## src/verilog/pts_pkg.sv

```systemverilog
// Constants shared by the transmit slot control block
package pts_pkg;

  // Register bus geometry
  localparam int          ADDR_W = 12;
  localparam int          DATA_W = 32;

  // Register byte offsets
  localparam logic [11:0] OFS_CLK_SETUP   = 12'h0BC;
  localparam logic [11:0] OFS_EN_LOW      = 12'h0D4;
  localparam logic [11:0] OFS_EN_HIGH     = 12'h0D8;
  localparam logic [11:0] OFS_FLOAT_LOW   = 12'h0DC;
  localparam logic [11:0] OFS_FLOAT_HIGH  = 12'h0E0;
  localparam logic [11:0] OFS_LANE0_MAP   = 12'h0E4;
  localparam logic [11:0] OFS_LANE1_MAP   = 12'h0E8;
  localparam logic [11:0] OFS_LANE2_MAP   = 12'h0EC;
  localparam logic [11:0] OFS_GLOBAL_EN   = 12'h118;
  localparam logic [11:0] OFS_STATUS      = 12'h120;

  // Field positions
  localparam int          POL_BIT         = 4;
  localparam int          GLOBAL_EN_BIT   = 0;
  localparam int          LANE_ON_BIT     = 7;
  localparam int          SLOT_IDX_MSB    = 3;
  localparam int          STAT_ACTIVE_BIT = 0;
  localparam int          STAT_SLOT_LSB   = 4;
  localparam int          STAT_SLOT_MSB   = 7;

  // Values after reset
  localparam logic [7:0]  RST_BYTE        = 8'h00;
  localparam logic [7:0]  RST_LANE_MAP    = 8'h00;
  localparam logic        RST_POL         = 1'b0;
  localparam logic        RST_GLOBAL_EN   = 1'b0;

  // Frame shape
  localparam int          NUM_CH          = 16;
  localparam int          NUM_LANES       = 3;
  localparam int          SLOT_BITS_DEF   = 16;

endpackage : pts_pkg

```

## src/verilog/pts_tx_slot_ctrl.sv

```systemverilog
// Transmit slot control: channel enables, idle-slot float, lane to slot mapping
`timescale 1ns/10ps

module pts_tx_slot_ctrl #(
  parameter int SLOT_BITS = pts_pkg::SLOT_BITS_DEF  // Bits per slot and per sample
) (
  input  wire logic                  clk,                  // System clock, 100 MHz
  input  wire logic                  srst,                 // Synchronous reset, active high
  input  wire logic                  psel,                 // APB select
  input  wire logic                  penable,              // APB access phase
  input  wire logic                  pwrite,               // APB direction, high = write
  input  wire logic [11:0]           paddr,                // APB byte address
  input  wire logic [31:0]           pwdata,               // APB write data
  output logic      [31:0]           prdata,               // APB read data
  output logic                       pready,               // APB ready
  output logic                       pslverr,              // APB error, unmapped address
  input  wire logic                  bclkPin,              // Serial bit clock from the codec
  input  wire logic                  fsyncPin,             // Frame sync from the codec
  input  wire logic [SLOT_BITS-1:0]  bus_tx_sample_lane0,  // Lane 0 sample
  input  wire logic [SLOT_BITS-1:0]  bus_tx_sample_lane1,  // Lane 1 sample
  input  wire logic [SLOT_BITS-1:0]  bus_tx_sample_lane2,  // Lane 2 sample
  output logic                       sampleTake,           // Pulses the cycle after samples are captured
  output logic                       txData,               // Serial data out
  output logic                       txDataOe,             // Serial data output enable
  output logic                       frameActive           // Inside the sixteen slots
);

  localparam int BW = (SLOT_BITS > 1) ? $clog2(SLOT_BITS) : 1;
  localparam int NL = pts_pkg::NUM_LANES;
  localparam logic [BW-1:0] LAST_BIT = BW'(SLOT_BITS - 1);
  localparam logic [3:0]    LAST_SLOT = 4'(pts_pkg::NUM_CH - 1);

  // Register state
  logic [7:0]            enLow;
  logic [7:0]            enHigh;
  logic [7:0]            floatLow;
  logic [7:0]            floatHigh;
  logic [7:0]            laneMap [NL];
  logic                  bclkPol;
  logic                  globalEn;

  // Derived configuration
  logic [15:0]           chanEn;
  logic [15:0]           chanFloat;
  logic [NL-1:0]         laneOn;
  logic [3:0]            laneSlot [NL];

  // Bus decode
  logic                  wrStrobe;
  logic                  addrHit;
  logic [31:0]           readMux;

  // Link sampling
  logic                  bclkMeta;
  logic                  bclkSync;
  logic                  bclkLast;
  logic                  fsyncMeta;
  logic                  fsyncSync;
  logic                  fsyncPrev;
  logic                  bclkRise;
  logic                  bclkFall;
  logic                  launchEdge;
  logic                  frameStart;
  // Marks which sync flops already hold sampled pin values after reset
  logic                  primeMeta;
  logic                  primeSync;
  logic                  primeLast;

  // Frame position
  logic [BW-1:0]         bitIdx;
  logic [3:0]            slotIdx;
  logic [BW-1:0]         next_bitIdx;
  logic [3:0]            next_slotIdx;
  logic                  next_active;

  // Sample shadows and slot owner
  logic [SLOT_BITS-1:0]  busSample [NL];
  logic [SLOT_BITS-1:0]  shadow [NL];
  logic [SLOT_BITS-1:0]  ownerWord;
  logic                  ownerHit;
  logic                  next_txData;
  logic                  next_txDataOe;

  assign chanEn    = {enHigh, enLow};
  assign chanFloat = {floatHigh, floatLow};

  assign busSample[0] = bus_tx_sample_lane0;
  assign busSample[1] = bus_tx_sample_lane1;
  assign busSample[2] = bus_tx_sample_lane2;

  // ---------------------------------------------------------------
  // APB slave, zero wait states
  // ---------------------------------------------------------------
  assign pready   = 1'b1;
  assign wrStrobe = psel & penable & pwrite;

  // Channel enables, one byte per register
  always_ff @(posedge clk) begin
    if (srst) begin
      enLow  <= pts_pkg::RST_BYTE;
      enHigh <= pts_pkg::RST_BYTE;
    end else if (wrStrobe && paddr == pts_pkg::OFS_EN_LOW) begin
      enLow  <= pwdata[7:0];
    end else if (wrStrobe && paddr == pts_pkg::OFS_EN_HIGH) begin
      enHigh <= pwdata[7:0];
    end
  end

  // Idle-slot float selects, one byte per register
  always_ff @(posedge clk) begin
    if (srst) begin
      floatLow  <= pts_pkg::RST_BYTE;
      floatHigh <= pts_pkg::RST_BYTE;
    end else if (wrStrobe && paddr == pts_pkg::OFS_FLOAT_LOW) begin
      floatLow  <= pwdata[7:0];
    end else if (wrStrobe && paddr == pts_pkg::OFS_FLOAT_HIGH) begin
      floatHigh <= pwdata[7:0];
    end
  end

  // Link setup; clearing the global enable aborts a running frame at once
  always_ff @(posedge clk) begin
    if (srst) begin
      bclkPol  <= pts_pkg::RST_POL;
      globalEn <= pts_pkg::RST_GLOBAL_EN;
    end else if (wrStrobe && paddr == pts_pkg::OFS_CLK_SETUP) begin
      // Polarity is best changed while the bit clock stands still
      bclkPol  <= pwdata[pts_pkg::POL_BIT];
    end else if (wrStrobe && paddr == pts_pkg::OFS_GLOBAL_EN) begin
      globalEn <= pwdata[pts_pkg::GLOBAL_EN_BIT];
    end
  end

  // One mapping register per transmit lane; reserved bits never stored
  genvar gl;
  generate
    for (gl = 0; gl < NL; gl++) begin : gLane
      always_ff @(posedge clk) begin
        if (srst) begin
          laneMap[gl] <= pts_pkg::RST_LANE_MAP;
        end else if (wrStrobe && paddr == pts_pkg::OFS_LANE0_MAP + 12'(4 * gl)) begin
          laneMap[gl] <= {pwdata[7], 3'h0, pwdata[3:0]};
        end
      end
      assign laneOn[gl]   = laneMap[gl][pts_pkg::LANE_ON_BIT];
      assign laneSlot[gl] = laneMap[gl][pts_pkg::SLOT_IDX_MSB:0];
      always_ff @(posedge clk) begin
        if (srst) begin
          shadow[gl] <= '0;
        end else if (frameStart) begin
          shadow[gl] <= busSample[gl];
        end
      end
    end
  endgenerate

  always_comb begin
    addrHit = 1'b1;
    readMux = 32'h0000_0000;
    unique case (paddr)
      pts_pkg::OFS_EN_LOW:     readMux[7:0] = enLow;
      pts_pkg::OFS_EN_HIGH:    readMux[7:0] = enHigh;
      pts_pkg::OFS_FLOAT_LOW:  readMux[7:0] = floatLow;
      pts_pkg::OFS_FLOAT_HIGH: readMux[7:0] = floatHigh;
      pts_pkg::OFS_LANE0_MAP:  readMux[7:0] = laneMap[0];
      pts_pkg::OFS_LANE1_MAP:  readMux[7:0] = laneMap[1];
      pts_pkg::OFS_LANE2_MAP:  readMux[7:0] = laneMap[2];
      pts_pkg::OFS_CLK_SETUP:  readMux[pts_pkg::POL_BIT] = bclkPol;
      pts_pkg::OFS_GLOBAL_EN:  readMux[pts_pkg::GLOBAL_EN_BIT] = globalEn;
      pts_pkg::OFS_STATUS: begin
        readMux[pts_pkg::STAT_ACTIVE_BIT] = frameActive;
        readMux[pts_pkg::STAT_SLOT_MSB:pts_pkg::STAT_SLOT_LSB] = slotIdx;
      end
      default: addrHit = 1'b0;
    endcase
  end

  assign pslverr = psel & penable & ~addrHit;

  // Read data is a flop loaded in the setup cycle so it is stable in access
  always_ff @(posedge clk) begin
    if (srst) begin
      prdata <= 32'h0000_0000;
    end else if (psel && !penable && !pwrite) begin
      prdata <= readMux;
    end
  end

  // ---------------------------------------------------------------
  // Link sampling: both pins cross through two flops first
  // ---------------------------------------------------------------
  always_ff @(posedge clk) begin
    if (srst) begin
      bclkMeta  <= 1'b0;
      bclkSync  <= 1'b0;
      bclkLast  <= 1'b0;
      fsyncMeta <= 1'b0;
      fsyncSync <= 1'b0;
      primeMeta <= 1'b0;
      primeSync <= 1'b0;
      primeLast <= 1'b0;
    end else begin
      bclkMeta  <= bclkPin;
      bclkSync  <= bclkMeta;
      bclkLast  <= bclkSync;
      fsyncMeta <= fsyncPin;
      fsyncSync <= fsyncMeta;
      primeMeta <= 1'b1;
      primeSync <= primeMeta;
      primeLast <= primeSync;
    end
  end

  // The sync flops leave reset at zero while the pin may idle high; no edge
  // is believed until the whole chain holds sampled pin values
  assign bclkRise   = primeLast & bclkSync & ~bclkLast;
  assign bclkFall   = primeLast & ~bclkSync & bclkLast;
  assign launchEdge = bclkPol ? bclkRise : bclkFall;

  // Frame sync is judged only at launch edges, so its phase against bclk
  // does not matter as long as it holds for one full bit period.
  assign frameStart = globalEn & launchEdge & fsyncSync & ~fsyncPrev;

  always_ff @(posedge clk) begin
    if (srst) begin
      fsyncPrev <= 1'b0;
    end else if (launchEdge) begin
      fsyncPrev <= fsyncSync;
    end
  end

  // ---------------------------------------------------------------
  // Frame position: slot index counted from the frame start
  // ---------------------------------------------------------------
  always_comb begin
    next_bitIdx  = bitIdx;
    next_slotIdx = slotIdx;
    next_active  = frameActive;
    if (!globalEn) begin
      next_active = 1'b0;
    end else if (frameStart) begin
      next_bitIdx  = '0;
      next_slotIdx = 4'h0;
      next_active  = 1'b1;
    end else if (launchEdge && frameActive) begin
      if (bitIdx == LAST_BIT) begin
        next_bitIdx = '0;
        if (slotIdx == LAST_SLOT) begin
          // Bits past the sixteenth slot stay released until the next sync
          next_active = 1'b0;
        end else begin
          next_slotIdx = slotIdx + 4'h1;
        end
      end else begin
        next_bitIdx = bitIdx + BW'(1);
      end
    end
  end

  always_ff @(posedge clk) begin
    if (srst) begin
      bitIdx      <= '0;
      slotIdx     <= 4'h0;
      frameActive <= 1'b0;
    end else begin
      bitIdx      <= next_bitIdx;
      slotIdx     <= next_slotIdx;
      frameActive <= next_active;
    end
  end

  // ---------------------------------------------------------------
  // Slot owner: the lowest enabled lane mapped to this slot
  // ---------------------------------------------------------------
  always_comb begin
    ownerHit  = 1'b0;
    ownerWord = '0;
    for (int l = NL - 1; l >= 0; l--) begin
      if (laneOn[l] && laneSlot[l] == next_slotIdx) begin
        ownerHit  = 1'b1;
        ownerWord = frameStart ? busSample[l] : shadow[l];
      end
    end
  end

  // ---------------------------------------------------------------
  // Driver decision for the coming bit
  // ---------------------------------------------------------------
  always_comb begin
    next_txData   = 1'b0;
    next_txDataOe = 1'b0;
    if (next_active) begin
      if (chanEn[next_slotIdx]) begin
        // An enabled slot with no lane mapped carries zeros, still driven
        next_txDataOe = 1'b1;
        if (ownerHit) begin
          next_txData = ownerWord[LAST_BIT - next_bitIdx];
        end
      end else if (!chanFloat[next_slotIdx]) begin
        next_txDataOe = 1'b1;
      end else begin
        next_txDataOe = 1'b0;
      end
    end
  end

  // Outputs move only at launch edges, or at once when the global enable clears, so the codec sees a whole bit period
  always_ff @(posedge clk) begin
    if (srst) begin
      txData   <= 1'b0;
      txDataOe <= 1'b0;
    end else if (!globalEn) begin
      txData   <= 1'b0;
      txDataOe <= 1'b0;
    end else if (launchEdge) begin
      txData   <= next_txData;
      txDataOe <= next_txDataOe;
    end
  end

  always_ff @(posedge clk) begin
    if (srst) begin
      sampleTake <= 1'b0;
    end else begin
      sampleTake <= frameStart;
    end
  end

endmodule : pts_tx_slot_ctrl
```

## config.mk

```make
export PLATFORM = sky130hd
export DESIGN_NAME = pts_tx_slot_ctrl
export DESIGN_NICKNAME = d
export VERILOG_FILES = /design/src/verilog/pts_pkg.sv /design/src/verilog/pts_tx_slot_ctrl.sv
export SDC_FILE = /design/constraint.sdc
export NUM_CORES = 1
export LEC_CHECK = 0
export BUFFER_PORTS_ARGS = -buffer_cell sky130_fd_sc_hd__buf_2
export CAP_MARGIN = 20
export CORE_MARGIN = 2
export CORE_UTILIZATION = 57
export CTS_BUF_LIST = sky130_fd_sc_hd__clkbuf_4 sky130_fd_sc_hd__clkbuf_8
export DETAILED_ROUTE_END_ITERATION = 16
export PLACE_DENSITY = 0.85
export SETUP_SLACK_MARGIN = 0.15
export SYNTH_ARGS = -nofsm -noshare
export SYNTH_HDL_FRONTEND = slang
export SYNTH_SLANG_ARGS = --single-unit
export TNS_END_PERCENT = 20
```

## constraint.sdc

```tcl
create_clock -name clk -period 3.5 [get_ports clk]
set_input_delay 0.7 -clock clk [delete_from_list [all_inputs] [get_ports clk]]
set_output_delay 0.7 -clock clk [all_outputs]
set_load 0.03 [all_outputs]
```

==> flow_results.xml <==
<?xml version="1.0" encoding="UTF-8"?>
<metrics>
  <group name="final_layout">
    <metric name="stdcell_count" unit="">916</metric>
    <metric name="post_route_cells_drive_above_1_share" unit="">0.219</metric>
    <metric name="nets" unit="">861</metric>
    <metric name="post-route-cell-area" unit="mm²">0.00761</metric>
    <metric name="antennaDiodeCount" unit="">0</metric>
    <metric name="area_growth" unit="%">15.1</metric>
  </group>
  <group name="sta">
    <metric name="whs" unit="ns">0.440</metric>
    <metric name="worst_slew_pin_slew" unit="ns">0.818</metric>
    <metric name="final-hold-violation-count" unit="">0</metric>
    <metric name="rsz0062_at_grt" unit="">false</metric>
    <metric name="max_slew_margin" unit="">0.449</metric>
    <metric name="fin_setup_tns" unit="ns">0</metric>
    <metric name="highest_clock_rate" unit="MHz">311</metric>
    <metric name="drv_slew" unit="">0</metric>
    <metric name="timing.final.crit_period" unit="ns">3.21</metric>
    <metric name="final_min_period_over_clock_period" unit="">0.918</metric>
    <metric name="worst_clock_skew_on_the_final_layout" unit="ns">0.00731</metric>
    <metric name="final_setup_violation_count" unit="">0</metric>
  </group>
  <group name="placement">
    <metric name="port-buffer-count" unit="">87</metric>
    <metric name="place.detailed.instances" unit="">881</metric>
    <metric name="place_congestion" unit="">1.00</metric>
    <metric name="post-dp-hpwl" unit="µm">11700</metric>
    <metric name="postPlaceCellArea" unit="mm²">0.00717</metric>
  </group>
  <group name="synth">
    <metric name="mappedNetlistArea" unit="mm²">0.00662</metric>
    <metric name="ys_async_rst_share" unit="">0</metric>
    <metric name="synth_ff_type" unit="">edfxtp_1</metric>
    <metric name="synth_edf_count" unit="">63</metric>
    <metric name="yosysSeqAreaShare" unit="">0.476</metric>
    <metric name="synth_top_cell_area_share" unit="">0.286</metric>
    <metric name="yosysWarningCount" unit="">0</metric>
    <metric name="synth_top_cell_by_area" unit="">edfxtp_1</metric>
    <metric name="ys_ff_latch" unit="">126</metric>
    <metric name="synth.distinct_cells" unit="">77</metric>
    <metric name="synth.cells.most_frequent" unit="">nand2_1, dfxtp_1, edfxtp_1</metric>
    <metric name="synth.avg_cell_area" unit="µm²">9.97</metric>
    <metric name="post-synth-top-count-cell" unit="">nand2_1</metric>
    <metric name="synth_area_leaders" unit="">edfxtp_1, dfxtp_1, mux2i_1</metric>
    <metric name="netlist_instances" unit="">664</metric>
  </group>
  <group name="worst_hold_path">
    <metric name="worstHoldPathType" unit="">flop to flop</metric>
    <metric name="hold_start" unit="">primeSync</metric>
  </group>
  <group name="worst_setup_path">
    <metric name="path_max_fanout" unit="">8</metric>
    <metric name="timing.critical_path.from_type" unit="">flop</metric>
    <metric name="cp-end-kind" unit="">flop</metric>
    <metric name="critPathRequiredTime" unit="ns">3.90</metric>
    <metric name="worst-endpoint-arrival" unit="ns">3.62</metric>
    <metric name="reg2reg_from" unit="">bclkPol</metric>
    <metric name="timing.reg2reg.setup_slack" unit="ns">0.29</metric>
    <metric name="timing.critical_path.from" unit="">bclkPol</metric>
    <metric name="type_of_the_worst_setup_path" unit="">flop to flop</metric>
  </group>
  <group name="drt">
    <metric name="postRouteAntennaNets" unit="">0</metric>
    <metric name="first_pass_iters" unit="">6</metric>
    <metric name="drt-total-wl" unit="µm">16900</metric>
    <metric name="vias_per_cell" unit="">6.21</metric>
    <metric name="drt_first_iter_violations" unit="">566</metric>
    <metric name="wl_per_cell" unit="µm">18.5</metric>
    <metric name="routed-via-count" unit="">5690</metric>
    <metric name="drcViolationCount" unit="">0</metric>
  </group>
  <group name="clocking">
    <metric name="register_clock_pin_slew_on_the_reported_worst_setup_and_hold_paths" unit="ns">0.08</metric>
    <metric name="cts-htree-levels" unit="">4</metric>
    <metric name="clock-root-buffer" unit="">clkbuf_8</metric>
    <metric name="cts_buffers" unit="">17</metric>
    <metric name="clock_latency" unit="ns">0.46</metric>
    <metric name="postCtsHoldBufs" unit="">0</metric>
    <metric name="cts.path.max_buffers" unit="">2</metric>
    <metric name="tritoncts" unit="">done</metric>
    <metric name="numClockSinks" unit="">126</metric>
  </group>
  <group name="global_route">
    <metric name="grt_pass1_vias" unit="">5454</metric>
    <metric name="grt_antenna_before_repair" unit="">0</metric>
    <metric name="grt_pass1_wl" unit="µm">26700</metric>
    <metric name="grt_start_max_net_pins" unit="">61</metric>
    <metric name="grt-ovfl-total" unit="">0</metric>
    <metric name="global_route_usage_sum" unit="">0.273</metric>
  </group>
  <group name="pwr">
    <metric name="power.density_cell_area" unit="mW/mm²">403</metric>
    <metric name="ir_drop" unit="µV">297</metric>
    <metric name="total_power" unit="µW">3070</metric>
    <metric name="power_leakage" unit="µW">0.00302</metric>
  </group>
  <group name="die">
    <metric name="die_h" unit="µm">112</metric>
    <metric name="initial_core_util" unit="">0.582</metric>
    <metric name="fp.coreArea" unit="mm²">0.0114</metric>
    <metric name="io_pins" unit="">137</metric>
    <metric name="floorplan.die.width" unit="µm">112</metric>
    <metric name="placementRows" unit="">39</metric>
    <metric name="die_area" unit="mm²">0.0125</metric>
  </group>
  <group name="run">
    <metric name="max_cap_violations" unit="">0</metric>
  </group>
  <group name="run_status">
    <metric name="status" unit="">complete, no violations</metric>
  </group>
</metrics>
==> repair_timing <==
action,CTS,global route
endpoints found under the setup margin,2,2
setup buffers,3,0
gates resized for setup,0,2
pin swaps,1,0
==> kinds of logic after synthesis <==
kind of cell    synth area share
compound gates             0.126
xor+xnor                  0.0159
fa+ha+maj                0.00378
simple gates               0.228
buf+inv                   0.0590
other cells              0.00113
mux                       0.0900
flops                      0.476
==> worst max-delay path, cell delays in order (launching register included) <==
cell      delay [ns]
dfxtp_1         0.53
and3b_1         0.41
o211ai_1        0.19
or4b_1          0.59
o21ai_2         0.19
buf_4           0.21
a211o_1         0.10
a21oi_1         0.04
or3_1           0.40
a31oi_1         0.30
a32o_1          0.19
==> stage by stage <==
step | setup WS [ns] | util
6_report | 0.288 | 0.670
4_1_cts | 0.149 | 0.669
3_3_place_gp | 0.314 | 0.631
3_5_place_dp | 0.148 | 0.631
5_1_grt | 0.210 | 0.670
2_1_floorplan | 0.550 | -
==> layout by cell type (no fill, tap or decap), types with 7 or more instances in the layout <==
cell	Yosys	final
nand2_1	64	63
nor2_1	49	49
nand3_1	25	25
buf_4	29	28
edfxtp_1	63	63
and3_1	55	55
mux2i_1	55	55
clkbuf_8	0	17
a222oi_1	8	8
buf_2	6	87
a21oi_1	35	35
o21ai_0	11	11
nor2b_1	10	10
nor4_1	8	8
conb_1	2	25
xnor2_1	9	9
and2_1	20	19
dfxtp_1	63	63
a31oi_1	7	7
nor3_1	11	11
==> path summary, 6_finish.rpt <==
kind              cells after the start        end
hold reg to reg                       1  primeLast
hold / removal                        1  primeLast
setup reg to reg                     10   txDataOe
setup / recovery                     10   txDataOe
==> sequential cells by signal, indices dropped and copies added (netlist names) <==
name and cells:
shadow 48, laneMap 15, enHigh 8, enLow 8
floatHigh 8, floatLow 8, prdata 8, bitIdx 4
slotIdx 4, bclkLast 1, bclkMeta 1, bclkPol 1
bclkSync 1, frameActive 1, fsyncMeta 1, fsyncPrev 1
fsyncSync 1, globalEn 1, primeLast 1, primeMeta 1
primeSync 1, sampleTake 1, txData 1, txDataOe 1
==> power breakdown <==
group	internal, µW	switching (µW)	leakage (µW)	total, µW
clock	640	636	0.000189	1280
sequential	1580	18.0	0.00114	1600
combinational	60.8	131	0.00169	192
total	2280	786	0.00302	3070
==> layout make-up <==
type | count | area, µm²
clock buffers | 17 | 234
flip-flops and latches | 126 | 3150
fillers | 882 | 3760
multi-input cells | 492 | 3170
inverters | 6 | 22.5
repair buffers | 117 | 686
clock inverters | 15 | 165
well taps | 143 | 179
==> layer usage <==
metal	vias up	part of all wire	GRT usage
met5	-	0	0
met4	0	0.024	0.128
met3	50	0.10	0.0697
met2	359	0.47	0.432
met1	2675	0.40	0.353
li1	2606	-	-
(Power assumes the default switching activity.)
